$ cat config.mk
export PLATFORM = sky130hd
export DESIGN_NAME = lhcd_decoder
export DESIGN_NICKNAME = d
export VERILOG_FILES = /design/src/lhcd_pkg.sv /design/src/lhcd_decoder.sv
export SDC_FILE = /design/constraint.sdc
export NUM_CORES = 1
export LEC_CHECK = 0
export ABC_AREA = 1
export BUFFER_PORTS_ARGS = -buffer_cell sky130_fd_sc_hd__buf_4
export CORE_MARGIN = 3
export CORE_UTILIZATION = 54
export CTS_CLUSTER_DIAMETER = 150
export DETAILED_ROUTE_END_ITERATION = 10
export PLACE_DENSITY = 0.85
export SETUP_SLACK_MARGIN = 0.4
export SYNTH_ARGS = -nofsm -noshare
export SYNTH_HDL_FRONTEND = slang
export SYNTH_SLANG_ARGS = --single-unit
export TNS_END_PERCENT = 20
$ cat constraint.sdc
create_clock -name I_SYS_CLK -period 3.65 [get_ports I_SYS_CLK]
set_input_delay 0.5475 -clock I_SYS_CLK [delete_from_list [all_inputs] [get_ports I_SYS_CLK]]
set_output_delay 0.5475 -clock I_SYS_CLK [all_outputs]
set_load 0.01 [all_outputs]
$ cat src/lhcd_pkg.sv
// Package for the LCD host command decoder: opcodes, field layouts,
// reset values and the packed control/pointer carriers.
// Assumes the host byte strobes are synchronous to the system clock.
package lhcd_pkg;
   localparam logic [6:0] COL_MAX       = 7'h7f;
   localparam logic [4:0] BANK_MAX      = 5'h1f;
   localparam logic [6:0] SKIP_LO       = 7'h30;
   localparam logic [6:0] SKIP_HI       = 7'h4f;
   localparam logic [2:0] DE_PARTIAL    = 3'h5;
   localparam logic [1:0] RST_MUX       = 2'h3;
   localparam logic [1:0] RST_GAIN      = 2'h3;
   localparam logic [5:0] RST_TRIM      = 6'h10;
   localparam logic [3:0] RST_POWER     = 4'hc;
   localparam logic [6:0] RST_LIMIT     = 7'h7f;
   localparam logic [7:0] OP_LIMIT      = 8'h32;
   localparam logic [7:0] OP_BIAS       = 8'h81;

   typedef struct packed {
      logic [1:0] row_multiplex;
      logic [1:0] temp_slope;
      logic [3:0] power_config;
      logic [6:0] column_limit;
      logic [6:0] scroll_offset;
      logic [1:0] bias_gain;
      logic [5:0] bias_trim;
      logic [2:0] increment_setup;
      logic [3:0] fixed_pairs;
      logic [1:0] line_rate;
      logic       force_all_on;
      logic       invert_pixels;
      logic [2:0] driver_enable;
      logic       row_mirror;
      logic       column_mirror;
      logic       bit_pair_swap;
   } lhcd_ctrl_t;

   typedef struct packed {
      logic [4:0] bank;
      logic [6:0] column;
   } lhcd_addr_t;

   typedef enum logic [1:0] {
      ST_OPCODE = 2'b00,
      ST_LIMIT  = 2'b01,
      ST_BIAS   = 2'b10
   } lhcd_state_t;
endpackage

$ cat src/lhcd_decoder.sv
// Host command decoder: control fields, RAM pointer advance, data
// path with bit reordering, status byte.
// Assumes one-cycle write/read strobes on I_SYS_CLK from a host front end
// and a RAM port that answers a read in the same cycle as its read request.
`timescale 1ns/1ps
module lhcd_decoder (
   input  wire logic              I_SYS_CLK,
   input  wire logic              I_RST,
   input  wire logic              I_WR_STB,
   input  wire logic              I_RD_STB,
   input  wire logic              I_CD,
   input  wire logic [7:0]        I_WDATA,
   input  wire logic              I_BUSY,
   input  wire logic              I_RESET_PENDING,
   input  wire logic [7:0]        I_RAM_RDATA,
   output logic [7:0]             O_RDATA,
   output logic                   O_RDATA_VALID,
   output logic                   O_RAM_WE,
   output logic                   O_RAM_RE,
   output logic [11:0]            O_RAM_ADDR,
   output logic [7:0]             O_RAM_WDATA,
   output lhcd_pkg::lhcd_ctrl_t   O_CTRL,
   output lhcd_pkg::lhcd_addr_t   O_POINTERS,
   output logic                   O_DRIVERS_ON
);
   lhcd_pkg::lhcd_ctrl_t  ctrl;
   lhcd_pkg::lhcd_addr_t  ptr;
   lhcd_pkg::lhcd_state_t state;
   logic                  ram_rd_pend;

   // Host strobes are dropped entirely while reset is in progress
   wire logic acc_ok  = !I_RESET_PENDING;
   wire logic cmd_wr  = I_WR_STB && acc_ok && !I_CD;
   wire logic dat_wr  = I_WR_STB && acc_ok && I_CD;
   wire logic cmd_rd  = I_RD_STB && acc_ok && !I_CD;
   wire logic dat_rd  = I_RD_STB && acc_ok && I_CD;
   wire logic op_cmd  = cmd_wr && state == lhcd_pkg::ST_OPCODE;
   wire logic [7:0] b = I_WDATA;

   function automatic lhcd_pkg::lhcd_addr_t advance(
      input lhcd_pkg::lhcd_addr_t p,
      input lhcd_pkg::lhcd_ctrl_t c);
      lhcd_pkg::lhcd_addr_t n;
      logic [4:0] nb;
      logic [6:0] nc;
      logic       bank_end;
      n = p;
      // Bank wrap falls out of 5-bit arithmetic at 0 and 31
      nb = c.increment_setup[2] ? p.bank - 5'h1 : p.bank + 5'h1;
      nc = p.column + 7'h1;
      // Partial display hides the middle column group
      if (c.driver_enable == lhcd_pkg::DE_PARTIAL &&
          nc >= lhcd_pkg::SKIP_LO && nc <= lhcd_pkg::SKIP_HI)
         nc = lhcd_pkg::SKIP_HI + 7'h1;
      bank_end = c.increment_setup[2] ? (p.bank == 5'h0)
                                      : (p.bank == lhcd_pkg::BANK_MAX);
      if (c.increment_setup[1]) begin
         if (!bank_end)
            n.bank = nb;
         else if (p.column != c.column_limit) begin
            n.bank = nb;
            n.column = nc;
         end else if (c.increment_setup[0]) begin
            n.bank = nb;
            n.column = 7'h0;
         end
      end else if (p.column != c.column_limit) begin
         n.column = nc;
      end else if (c.increment_setup[0]) begin
         n.column = 7'h0;
         n.bank = nb;
      end
      return n;
   endfunction

   wire lhcd_pkg::lhcd_addr_t next_ptr_adv = advance(ptr, ctrl);
   wire logic [6:0] ram_col = ctrl.column_mirror ?
                              lhcd_pkg::COL_MAX - ptr.column
                              : ptr.column;
   wire logic [7:0] swapped = ctrl.bit_pair_swap ?
                              {b[1:0], b[3:2], b[5:4], b[7:6]} : b;
   wire logic [7:0] status = {I_BUSY, ctrl.column_mirror, O_DRIVERS_ON,
                              I_RESET_PENDING, ctrl.increment_setup[0],
                              ctrl.bias_gain, 1'b1};

   always_ff @(posedge I_SYS_CLK or posedge I_RST) begin
      if (I_RST) begin
         state <= lhcd_pkg::ST_OPCODE;
      end else if (cmd_wr) begin
         case (state)
            lhcd_pkg::ST_OPCODE: begin
               if (b == lhcd_pkg::OP_LIMIT)
                  state <= lhcd_pkg::ST_LIMIT;
               else if (b == lhcd_pkg::OP_BIAS)
                  state <= lhcd_pkg::ST_BIAS;
            end
            default: state <= lhcd_pkg::ST_OPCODE;
         endcase
      end
   end

   always_ff @(posedge I_SYS_CLK or posedge I_RST) begin
      if (I_RST) begin
         ctrl <= '0;
         ctrl.row_multiplex <= lhcd_pkg::RST_MUX;
         ctrl.bias_gain <= lhcd_pkg::RST_GAIN;
         ctrl.bias_trim <= lhcd_pkg::RST_TRIM;
         ctrl.power_config <= lhcd_pkg::RST_POWER;
         ctrl.column_limit <= lhcd_pkg::RST_LIMIT;
      end else if (cmd_wr && state == lhcd_pkg::ST_LIMIT) begin
         ctrl.column_limit <= b[6:0];
      end else if (cmd_wr && state == lhcd_pkg::ST_BIAS) begin
         ctrl.bias_gain <= b[7:6];
         ctrl.bias_trim <= b[5:0];
      end else if (op_cmd) begin
         case (b[7:2])
            6'h08: ctrl.row_multiplex <= b[1:0];
            6'h09: ctrl.temp_slope <= b[1:0];
            6'h0a: ctrl.power_config[1:0] <= b[1:0];
            6'h0b: ctrl.power_config[3:2] <= b[1:0];
            6'h28: ctrl.line_rate <= b[1:0];
            default: begin
               if (b[7:4] == 4'h4)
                  ctrl.scroll_offset[3:0] <= b[3:0];
               if (b[7:3] == 5'h0a)
                  ctrl.scroll_offset[6:4] <= b[2:0];
               if (b[7:3] == 5'h11)
                  ctrl.increment_setup <= b[2:0];
               if (b[7:4] == 4'h9)
                  ctrl.fixed_pairs <= b[3:0];
               if (b[7:1] == 7'h52)
                  ctrl.force_all_on <= b[0];
               if (b[7:1] == 7'h53)
                  ctrl.invert_pixels <= b[0];
               if (b[7:3] == 5'h15)
                  ctrl.driver_enable <= b[2:0];
               if (b[7:3] == 5'h18)
                  {ctrl.row_mirror, ctrl.column_mirror,
                   ctrl.bit_pair_swap} <= b[2:0];
            end
         endcase
      end
   end

   always_ff @(posedge I_SYS_CLK or posedge I_RST) begin
      if (I_RST) begin
         ptr <= '0;
      end else if (dat_wr || dat_rd) begin
         ptr <= next_ptr_adv;
      end else if (op_cmd) begin
         if (b[7:4] == 4'h0)
            ptr.column[3:0] <= b[3:0];
         else if (b[7:3] == 5'h02)
            ptr.column[6:4] <= b[2:0];
         else if (b[7:4] == 4'h6)
            ptr.bank[3:0] <= b[3:0];
         else if (b[7:4] == 4'h7)
            ptr.bank[4] <= b[0];
      end
   end

   // RAM address is registered with the access so data lines up
   always_ff @(posedge I_SYS_CLK or posedge I_RST) begin
      if (I_RST) begin
         O_RAM_WE <= 1'b0;
         O_RAM_RE <= 1'b0;
         O_RAM_ADDR <= '0;
         O_RAM_WDATA <= '0;
         ram_rd_pend <= 1'b0;
         O_RDATA <= '0;
         O_RDATA_VALID <= 1'b0;
      end else begin
         O_RAM_WE <= dat_wr;
         O_RAM_RE <= dat_rd;
         if (dat_wr || dat_rd)
            O_RAM_ADDR <= {ptr.bank, ram_col};
         if (dat_wr)
            O_RAM_WDATA <= swapped;
         ram_rd_pend <= dat_rd;
         O_RDATA_VALID <= ram_rd_pend || cmd_rd;
         if (ram_rd_pend)
            O_RDATA <= I_RAM_RDATA;
         else if (cmd_rd)
            O_RDATA <= status;
      end
   end

   assign O_CTRL = ctrl;
   assign O_POINTERS = ptr;
   assign O_DRIVERS_ON = |ctrl.driver_enable;

   wire logic wrap_case = dat_wr && ctrl.increment_setup[0] &&
                          !ctrl.increment_setup[1] &&
                          ptr.column == ctrl.column_limit;

   // Each check names its own clock so it can sit beside its logic
   halt_col_a: assert property (
      @(posedge I_SYS_CLK) disable iff (I_RST)
      dat_wr && !ctrl.increment_setup[0] && !ctrl.increment_setup[1] &&
      ptr.column == ctrl.column_limit |=> $stable(ptr))
      else $error("column moved past limit without wrap");
   wrap_col_a: assert property (
      @(posedge I_SYS_CLK) disable iff (I_RST)
      wrap_case |=> ptr.column == 7'h0 &&
      ptr.bank == ($past(ctrl.increment_setup[2]) ?
      $past(ptr.bank) - 5'h1 : $past(ptr.bank) + 5'h1))
      else $error("wrap did not reset column and step bank");
   bank_wrap_a: assert property (
      @(posedge I_SYS_CLK) disable iff (I_RST)
      wrap_case && !ctrl.increment_setup[2] && ptr.bank == 5'h1f
      |=> ptr.bank == 5'h0)
      else $error("bank did not wrap to 0");
   status_byte_a: assert property (
      @(posedge I_SYS_CLK) disable iff (I_RST)
      cmd_rd |=> O_RDATA_VALID && O_RDATA[0] &&
      O_RDATA[3] == $past(ctrl.increment_setup[0]))
      else $error("status byte wrong");
   reset_block_a: assert property (
      @(posedge I_SYS_CLK) disable iff (I_RST)
      I_RESET_PENDING |=> !O_RAM_WE && !O_RAM_RE && $stable(ctrl))
      else $error("access taken during reset");
   read_data_a: assert property (
      @(posedge I_SYS_CLK) disable iff (I_RST)
      dat_rd |=> O_RAM_RE ##1 O_RDATA_VALID &&
      O_RDATA == $past(I_RAM_RDATA))
      else $error("read data not returned in two cycles");
   swap_bits_a: assert property (
      @(posedge I_SYS_CLK) disable iff (I_RST)
      dat_wr && ctrl.bit_pair_swap |=>
      O_RAM_WDATA == {$past(b[1:0]), $past(b[3:2]), $past(b[5:4]),
      $past(b[7:6])})
      else $error("bit pair swap wrong");
   param_byte_a: assert property (
      @(posedge I_SYS_CLK) disable iff (I_RST)
      cmd_wr && state == lhcd_pkg::ST_LIMIT |=>
      state == lhcd_pkg::ST_OPCODE && $stable(ptr) &&
      ctrl.column_limit == $past(b[6:0]))
      else $error("parameter byte misdecoded");
   bias_param_a: assert property (
      @(posedge I_SYS_CLK) disable iff (I_RST)
      cmd_wr && state == lhcd_pkg::ST_BIAS |=>
      state == lhcd_pkg::ST_OPCODE && $stable(ptr) &&
      ctrl.bias_gain == $past(b[7:6]) && ctrl.bias_trim == $past(b[5:0]))
      else $error("bias parameter byte misdecoded");
   skip_mid_a: assert property (
      @(posedge I_SYS_CLK) disable iff (I_RST)
      dat_wr && ctrl.driver_enable == 3'h5 && !ctrl.increment_setup[1] &&
      ptr.column == 7'h2f && ctrl.column_limit > 7'h2f
      |=> ptr.column == 7'h50)
      else $error("partial mode did not skip middle columns");
   col_load_a: assert property (
      @(posedge I_SYS_CLK) disable iff (I_RST)
      op_cmd && b[7:4] == 4'h0 |=> ptr.column[3:0] == $past(b[3:0]) &&
      ptr.column[6:4] == $past(ptr.column[6:4]) &&
      ptr.bank == $past(ptr.bank))
      else $error("column low load wrong");
   bank_load_a: assert property (
      @(posedge I_SYS_CLK) disable iff (I_RST)
      op_cmd && b[7:4] == 4'h7 |=> ptr.bank[4] == $past(b[0]) &&
      ptr.bank[3:0] == $past(ptr.bank[3:0]))
      else $error("bank high load wrong");
   cmd_no_ram_a: assert property (
      @(posedge I_SYS_CLK) disable iff (I_RST)
      cmd_wr |=> !O_RAM_WE)
      else $error("command byte reached display RAM");
   data_route_a: assert property (
      @(posedge I_SYS_CLK) disable iff (I_RST)
      dat_wr |=> O_RAM_WE && $stable(ctrl) && state == $past(state))
      else $error("data byte decoded as command");
   mux_set_a: assert property (
      @(posedge I_SYS_CLK) disable iff (I_RST)
      op_cmd && b[7:2] == 6'h08 |=> ctrl.row_multiplex == $past(b[1:0]))
      else $error("row multiplex not set");
   scroll_hi_a: assert property (
      @(posedge I_SYS_CLK) disable iff (I_RST)
      op_cmd && b[7:3] == 5'h0a |=>
      ctrl.scroll_offset == {$past(b[2:0]), $past(ctrl.scroll_offset[3:0])})
      else $error("scroll offset high load wrong");
   inc_setup_a: assert property (
      @(posedge I_SYS_CLK) disable iff (I_RST)
      op_cmd && b[7:3] == 5'h11 |=> ctrl.increment_setup == $past(b[2:0]))
      else $error("increment setup not set");

   wrap_seen_c: cover property (@(posedge I_SYS_CLK) wrap_case);
   limit_cmd_c: cover property (@(posedge I_SYS_CLK)
      cmd_wr && state == lhcd_pkg::ST_LIMIT);
   status_rd_c: cover property (@(posedge I_SYS_CLK) cmd_rd);
   bias_cmd_c: cover property (@(posedge I_SYS_CLK)
      cmd_wr && state == lhcd_pkg::ST_BIAS);
   skip_seen_c: cover property (@(posedge I_SYS_CLK)
      dat_wr && ctrl.driver_enable == lhcd_pkg::DE_PARTIAL);
endmodule

==> impl_metrics.json, run 1 <==
{
  "dr_total_vias": 4366,
  "cts_max_path_buffers": 2,
  "grt_first_pass_wirelength_mm": 20.6,
  "synth-edff-count": 0,
  "setup_slack_ns": 1.49,
  "hp-class": "in -> async",
  "slowest_delay_ns": 0.59,
  "insertion_delay_ns": 0.37,
  "crit_top_cell": "nand2_1",
  "synth_area_per_cell_um2": 7.71,
  "rsz0062_at_grt": "false",
  "grt_max_degree": 41,
  "place_inst": 801,
  "io_buffers": 113,
  "drc": 0,
  "finalHoldViolCount": 0,
  "synth_cells": 604,
  "timing.rr.end": "O_POINTERS[9]",
  "tightest_slew_ns": 0.692,
  "crit_family": "simple AND/OR/NAND/NOR gates",
  "die-area_mm2": 0.00977,
  "ff2ff_path_depth": 11,
  "die_h_um": 98.8,
  "first_iter_violations": 270,
  "core_mm2": 0.00830,
  "worstPathCellList": "xnor2_1 -> nand2_1 -> nor2_1 -> nand2_1 -> nand2_1 -> nand2_1 -> nor2_1 -> nand2_1 -> nand3_1 -> nand2_1 -> inv_1",
  "antenna_found_initial": 0,
  "cts.repair.resized": 0,
  "ant_nets": 0,
  "synth_area_leader_cell": "dfrtp_1",
  "relSlewSlack_pct": 53.8,
  "yosys.cell_types.count": 30,
  "setup_violations": 0,
  "period_needed_ns": 2.16,
  "grt_overflow": 0,
  "ys_warn_count": 0,
  "fin_crit_sh_pct": 59.2,
  "cts_buffers": 9,
  "crit_path_end_kind": "flop",
  "routed_via_density": 5.34,
  "fin_nets": 736,
  "num_io_pins": 114,
  "leakagePower_nw": 2.94,
  "syn-cell-area_mm2": 0.00465,
  "cts_tree": "built",
  "cts_setup_buffers": 0,
  "start_kind": "flop",
  "post-place-ws_ns": 1.14,
  "cts.sinks": 92,
  "synthFlopType": "dfrtp_1",
  "final_max_slew_viol_count": 0,
  "ir_drop_v": 0.000320,
  "clockRootBuffer": "clkbuf_8",
  "dp_hpwl_mm": 8.83,
  "final-instance-count-excl-fill": 817,
  "p_total_mw": 3.34,
  "status": "complete, no violations",
  "num_rows": 33,
  "max_freq_ghz": 0.463,
  "synthesis.nets": 633,
  "yosys-top-cells-area": "dfrtp_1 42%, nand2_1 15%, o21ai_0 9.0%",
  "cap_violations": 0,
  "tns_ns": 0,
  "synth_top_area_share_pct": 41.9,
  "power.density_mw_per_mm2": 584,
  "slowest_stage": "dfrtp_1",
  "critical_path_arrival_ns": 2.47,
  "grt_pass1_vias": 4150,
  "worst-path-buf-inv": 1,
  "rrSetupSlack_ns": 1.49,
  "start_util_pct": 56.1,
  "layout-drive-gt1-share_pct": 21.2,
  "skew_ns": 0.0149,
  "ctsHtreeMaxLevel": 3,
  "yosysSeqAreaShare_pct": 49.8,
  "gp_congestion": 0.954,
  "worstPathRequired_ns": 3.96,
  "cts.clk_slew.worst_paths_ns": 0.10,
  "syn_to_final_growth_pct": 23.1,
  "drt_first_pass_iters": 5,
  "fp.dieW_um": 98.8,
  "r2r-start": "O_POINTERS[1]",
  "drt_wl_total_mm": 12.3,
  "wl_per_cell_um": 15.1,
  "hold_buffers": 0,
  "grt_use_total_pct": 26.1,
  "diodes": 0,
  "crit_type": "reg -> reg",
  "async_flop_share_pct": 100,
  "crit_fanout": 13,
  "ys_ff_latch": 92
}
[layer usage]
layer,part of all wire [%],vias to the layer above,GRT usage (%)
li1,-,2137,-
met1,42,2007,35.5
met2,48,197,41.4
met3,7.8,25,5.87
met4,2.0,0,9.24
met5,0,-,0
[final cells by class]
cell class              instances  area (um^2)
clock buffers                  10          128
clock inverters                 6         46.3
fillers                       683         2570
inverters                      56          211
multi-input cells             432         2020
flip-flops and latches         92         2320
well taps                     105          131
repair buffers                116          871
[cells in the final DEF, fill, tap and decap left out, drive strengths merged, types with 3 or more instances in the layout]
cell type	synthesis	layout
o21ai	84	84
dfstp	14	14
xnor2	14	14
nor4	4	4
buf	7	116
clkbuf	17	10
nor3	5	5
clkinv	2	4
ha	5	5
xor2	3	3
inv	54	56
nand4	5	5
dfrtp	78	78
a21oi	12	12
nand3	37	37
nand2	192	192
nor2	61	61
[metrics by stage]
| stage | hold WS (ns) | cell area (um^2) | utilization (%) |
|---|---|---|---|
| floorplan | 0.493 | 4650 | - |
| global placement | 0.460 | 5550 | 66.9 |
| detailed placement | 0.459 | 5550 | 66.9 |
| CTS | 0.277 | 5730 | 69.0 |
| global route | 0.303 | 5730 | 69.0 |
| finish | 0.263 | 5730 | 69.0 |
[cells by family after synthesis]
| family | count (synthesis) | share of synthesized area, % |
|---|---|---|
| buf+inv | 80 | 6.75 |
| xor+xnor | 17 | 3.20 |
| compound gates | 103 | 11.4 |
| simple gates | 306 | 27.0 |
| fa+ha+maj | 6 | 1.77 |
| flops | 92 | 49.8 |
[flip-flops by register name (all words and copies together) (netlist names)]
signal,flops
O_CTRL,47
O_RDATA_VALID,1
O_RAM_WDATA,8
state,2
O_RAM_WE,1
O_RDATA,8
ram_rd_pend,1
O_POINTERS,12
O_RAM_ADDR,12
[power breakdown]
group,internal (mW),switching (mW)
Combinational,0.556,0.593
Clock,0.254,0.380
Sequential,1.29,0.269
Total,2.10,1.24
[synthesized netlist by cell type (2+ instances only)]
cell type    n
xnor2_1     14
o22ai_1      2
clkbuf_1    17
a21oi_1     12
nand3_1     35
clkinv_1     2
nor3_1       5
dfstp_2     14
buf_2        5
a31oi_1      2
nor4_1       3
o21ai_0     84
inv_1       53
xor2_1       3
ha_1         5
nor2_1      61
nand4_1      5
dfrtp_1     78
nand2_1    192
nand3_2      2
[worst register-to-register path, stage by stage (launching register included)]
cell and delay, ns:
dfrtp_1 0.59, xnor2_1 0.17, nand2_1 0.09, nor2_1 0.11, nand2_1 0.26, nand2_1 0.14
nand2_1 0.20, nor2_1 0.23, nand2_1 0.09, nand3_1 0.09, nand2_1 0.08, inv_1 0.05
[how the worst max path moves through the flow]
| stage | start | endpoint | slack (ns) | depth (start not counted) |
|---|---|---|---|---|
| floorplan | I_RST | O_CTRL[0] | 0.73 | 1 |
| global placement | I_RESET_PENDING | O_POINTERS[9] | 1.26 | 12 |
| detailed placement | I_RESET_PENDING | O_POINTERS[9] | 1.14 | 12 |
| CTS | I_RESET_PENDING | O_POINTERS[9] | 1.50 | 12 |
| global route | I_RESET_PENDING | O_POINTERS[9] | 1.27 | 12 |
| finish | O_POINTERS[1] | O_POINTERS[9] | 1.49 | 11 |
(Power assumes the default switching activity.)
==> run 2, diff against run 1 <==
==> constraint.sdc (replaced) <==
create_clock -name I_SYS_CLK -period 2.2 [get_ports I_SYS_CLK]
set_input_delay 0.33 -clock I_SYS_CLK [delete_from_list [all_inputs] [get_ports I_SYS_CLK]]
set_output_delay 0.33 -clock I_SYS_CLK [all_outputs]
set_load 0.01 [all_outputs]
==> impl_metrics.json, run 2 (synthesized netlist as in run 1, its figures left out) <==
{
  "layout-drive-gt1-share_pct": 25.8,
  "antenna_found_initial": 0,
  "tns_ns": 0,
  "clockRootBuffer": "clkbuf_8",
  "grt_first_pass_wirelength_mm": 21.1,
  "multi_input_area_mm2": 0.00206,
  "cts_tree": "built",
  "wl_per_cell_um": 15.8,
  "hold_ws_ns": 0.0979,
  "leakagePower_nw": 3.03,
  "intPower_mw": 3.69,
  "final_max_slew_viol_count": 0,
  "num_io_pins": 114,
  "insertion_delay_ns": 0.36,
  "seqPwrFrac_pct": 44.6,
  "crit_path_end_kind": "flop",
  "fin_crit_sh_pct": 80.9,
  "power_frac_comb_pct": 35.5,
  "worstPathRequired_ns": 2.46,
  "routed_via_density": 5.54,
  "diodes": 0,
  "cts.clk_slew.worst_paths_ns": 0.09,
  "layout_commonest_cell": "nand2_1",
  "start_kind": "flop",
  "finalHoldViolCount": 0,
  "die-area_mm2": 0.00977,
  "slowest_delay_ns": 0.57,
  "switching_share_pct": 36.2,
  "ant_nets": 0,
  "fillers": 631,
  "drc": 0,
  "final_cell_mix": "185 x nand2_1, 132 x buf_4, 82 x o21ai_0",
  "cts.sinks": 92,
  "seqCellArea_mm2": 0.00233,
  "crit_type": "reg -> reg",
  "crit_fanout": 6,
  "grt_pass1_vias": 4322,
  "pwr-share-clk_pct": 19.9,
  "power.density_mw_per_mm2": 975,
  "worst-path-buf-inv": 2,
  "rsz0062_at_grt": "true",
  "cts_buffers": 9,
  "slowest_stage": "dfstp_2",
  "fin_nets": 753,
  "dp_hpwl_mm": 9.06,
  "drt_wl_total_mm": 13.2,
  "crit_family": "simple AND/OR/NAND/NOR gates",
  "largest_register_ffs": 47,
  "period_needed_ns": 1.78,
  "hp-class": "in -> async",
  "core_mm2": 0.00830,
  "dr_total_vias": 4621,
  "grt_max_degree": 93,
  "die_h_um": 98.8,
  "hold_buffers": 0,
  "cap_violations": 0,
  "num_rows": 33,
  "first_iter_violations": 289,
  "gp_congestion": 0.930,
  "io_buffers": 113,
  "relSlewSlack_pct": 58.6,
  "tightest_slew_ns": 0.621,
  "worstPathCellList": "xor2_1 -> nor2_2 -> nand2_2 -> nand2_2 -> nand2_2 -> inv_1 -> or2_0 -> nand2_1 -> inv_1",
  "critical_path_arrival_ns": 2.04,
  "crit_top_cell": "nand2_2",
  "syn_to_final_growth_pct": 27.6,
  "grt_overflow": 0,
  "ctsHtreeMaxLevel": 3,
  "switchingPower_mw": 2.10,
  "ir_drop_v": 0.000429,
  "setup_violations": 0,
  "skew_ns": 0.0157,
  "status": "complete, no violations",
  "grt_use_total_pct": 26.6,
  "start_util_pct": 56.1,
  "max_freq_ghz": 0.562,
  "fp.dieW_um": 98.8,
  "drt_first_pass_iters": 5,
  "cts_max_path_buffers": 2
}
[run 2: final timing paths]
kind / cells past startpoint / from / endpoint / slack [ns]
max in group asynchronous: 3 / I_RST / O_CTRL[16] / 1.70
worst max-delay path: 9 / O_CTRL[38] / O_POINTERS[9] / 0.42
worst min-delay path: 3 / I_RST / ram_rd_pend / 0.1
min in group I_SYS_CLK: 3 / I_RAM_RDATA[2] / O_RDATA[2] / 0.19
worst min register to register: 2 / O_RAM_ADDR[10] / O_RAM_ADDR[10] / 0.48
worst max register to register: 9 / O_CTRL[38] / O_POINTERS[9] / 0.42
[run 2: repair_timing]
action,4_1_cts,5_1_grt
pin swaps,1,1
setup endpoints to repair,25,19
setup buffers,2,9
resized for setup,4,20
[run 2: worst register-to-register path: stages, from the launching register on]
cell and delay [ns]:
dfstp_2 0.57, xor2_1 0.20, nor2_2 0.07, nand2_2 0.14
nand2_2 0.09, nand2_2 0.15, inv_1 0.10, or2_0 0.22
nand2_1 0.08, inv_1 0.04
[run 2: layout make-up]
type | count | area share (%)
flip-flops and latches | 92 | 39.2
multi-input cells | 432 | 34.7
well taps | 105 | 2.21
clock buffers | 12 | 2.44
inverters | 56 | 3.60
repair buffers | 133 | 17.0
clock inverters | 4 | 0.864
[run 2: through the flow]
| stage | util [%] | power (mW) | cells | instance area (um^2) | worst slack (ns) |
|---|---|---|---|---|---|
| after floorplan | - | 3.61 | 604 | 4660 | 0.356 |
| after global placement | 67.6 | 4.47 | 807 | 5610 | 0.191 |
| after detailed placement | 67.6 | 4.55 | 807 | 5610 | 0.0921 |
| after CTS | 70.3 | 5.70 | 825 | 5830 | 0.318 |
| after global routing | 71.6 | 6.12 | 834 | 5940 | 0.317 |
| final | 71.6 | 5.79 | 834 | 5940 | 0.421 |
[run 2: power groups by stage]
stage	Sequential (mW)	Clock [mW]	Combinational (mW)
2_1_floorplan	2.63	0	0.986
3_3_place_gp	2.59	0	1.88
3_5_place_dp	2.60	0	1.95
4_1_cts	2.57	1.15	1.97
5_1_grt	2.63	1.21	2.27
6_report	2.58	1.15	2.06
[run 2: metal layers]
| layer | vias up | global-route usage (%) | part of all wire (%) |
|---|---|---|---|
| met5 | - | 0 | 0 |
| li1 | 2167 | - | - |
| met4 | 0 | 7.35 | 2.0 |
| met1 | 2196 | 35.2 | 40 |
| met3 | 34 | 5.38 | 8.3 |
| met2 | 224 | 44.8 | 50 |
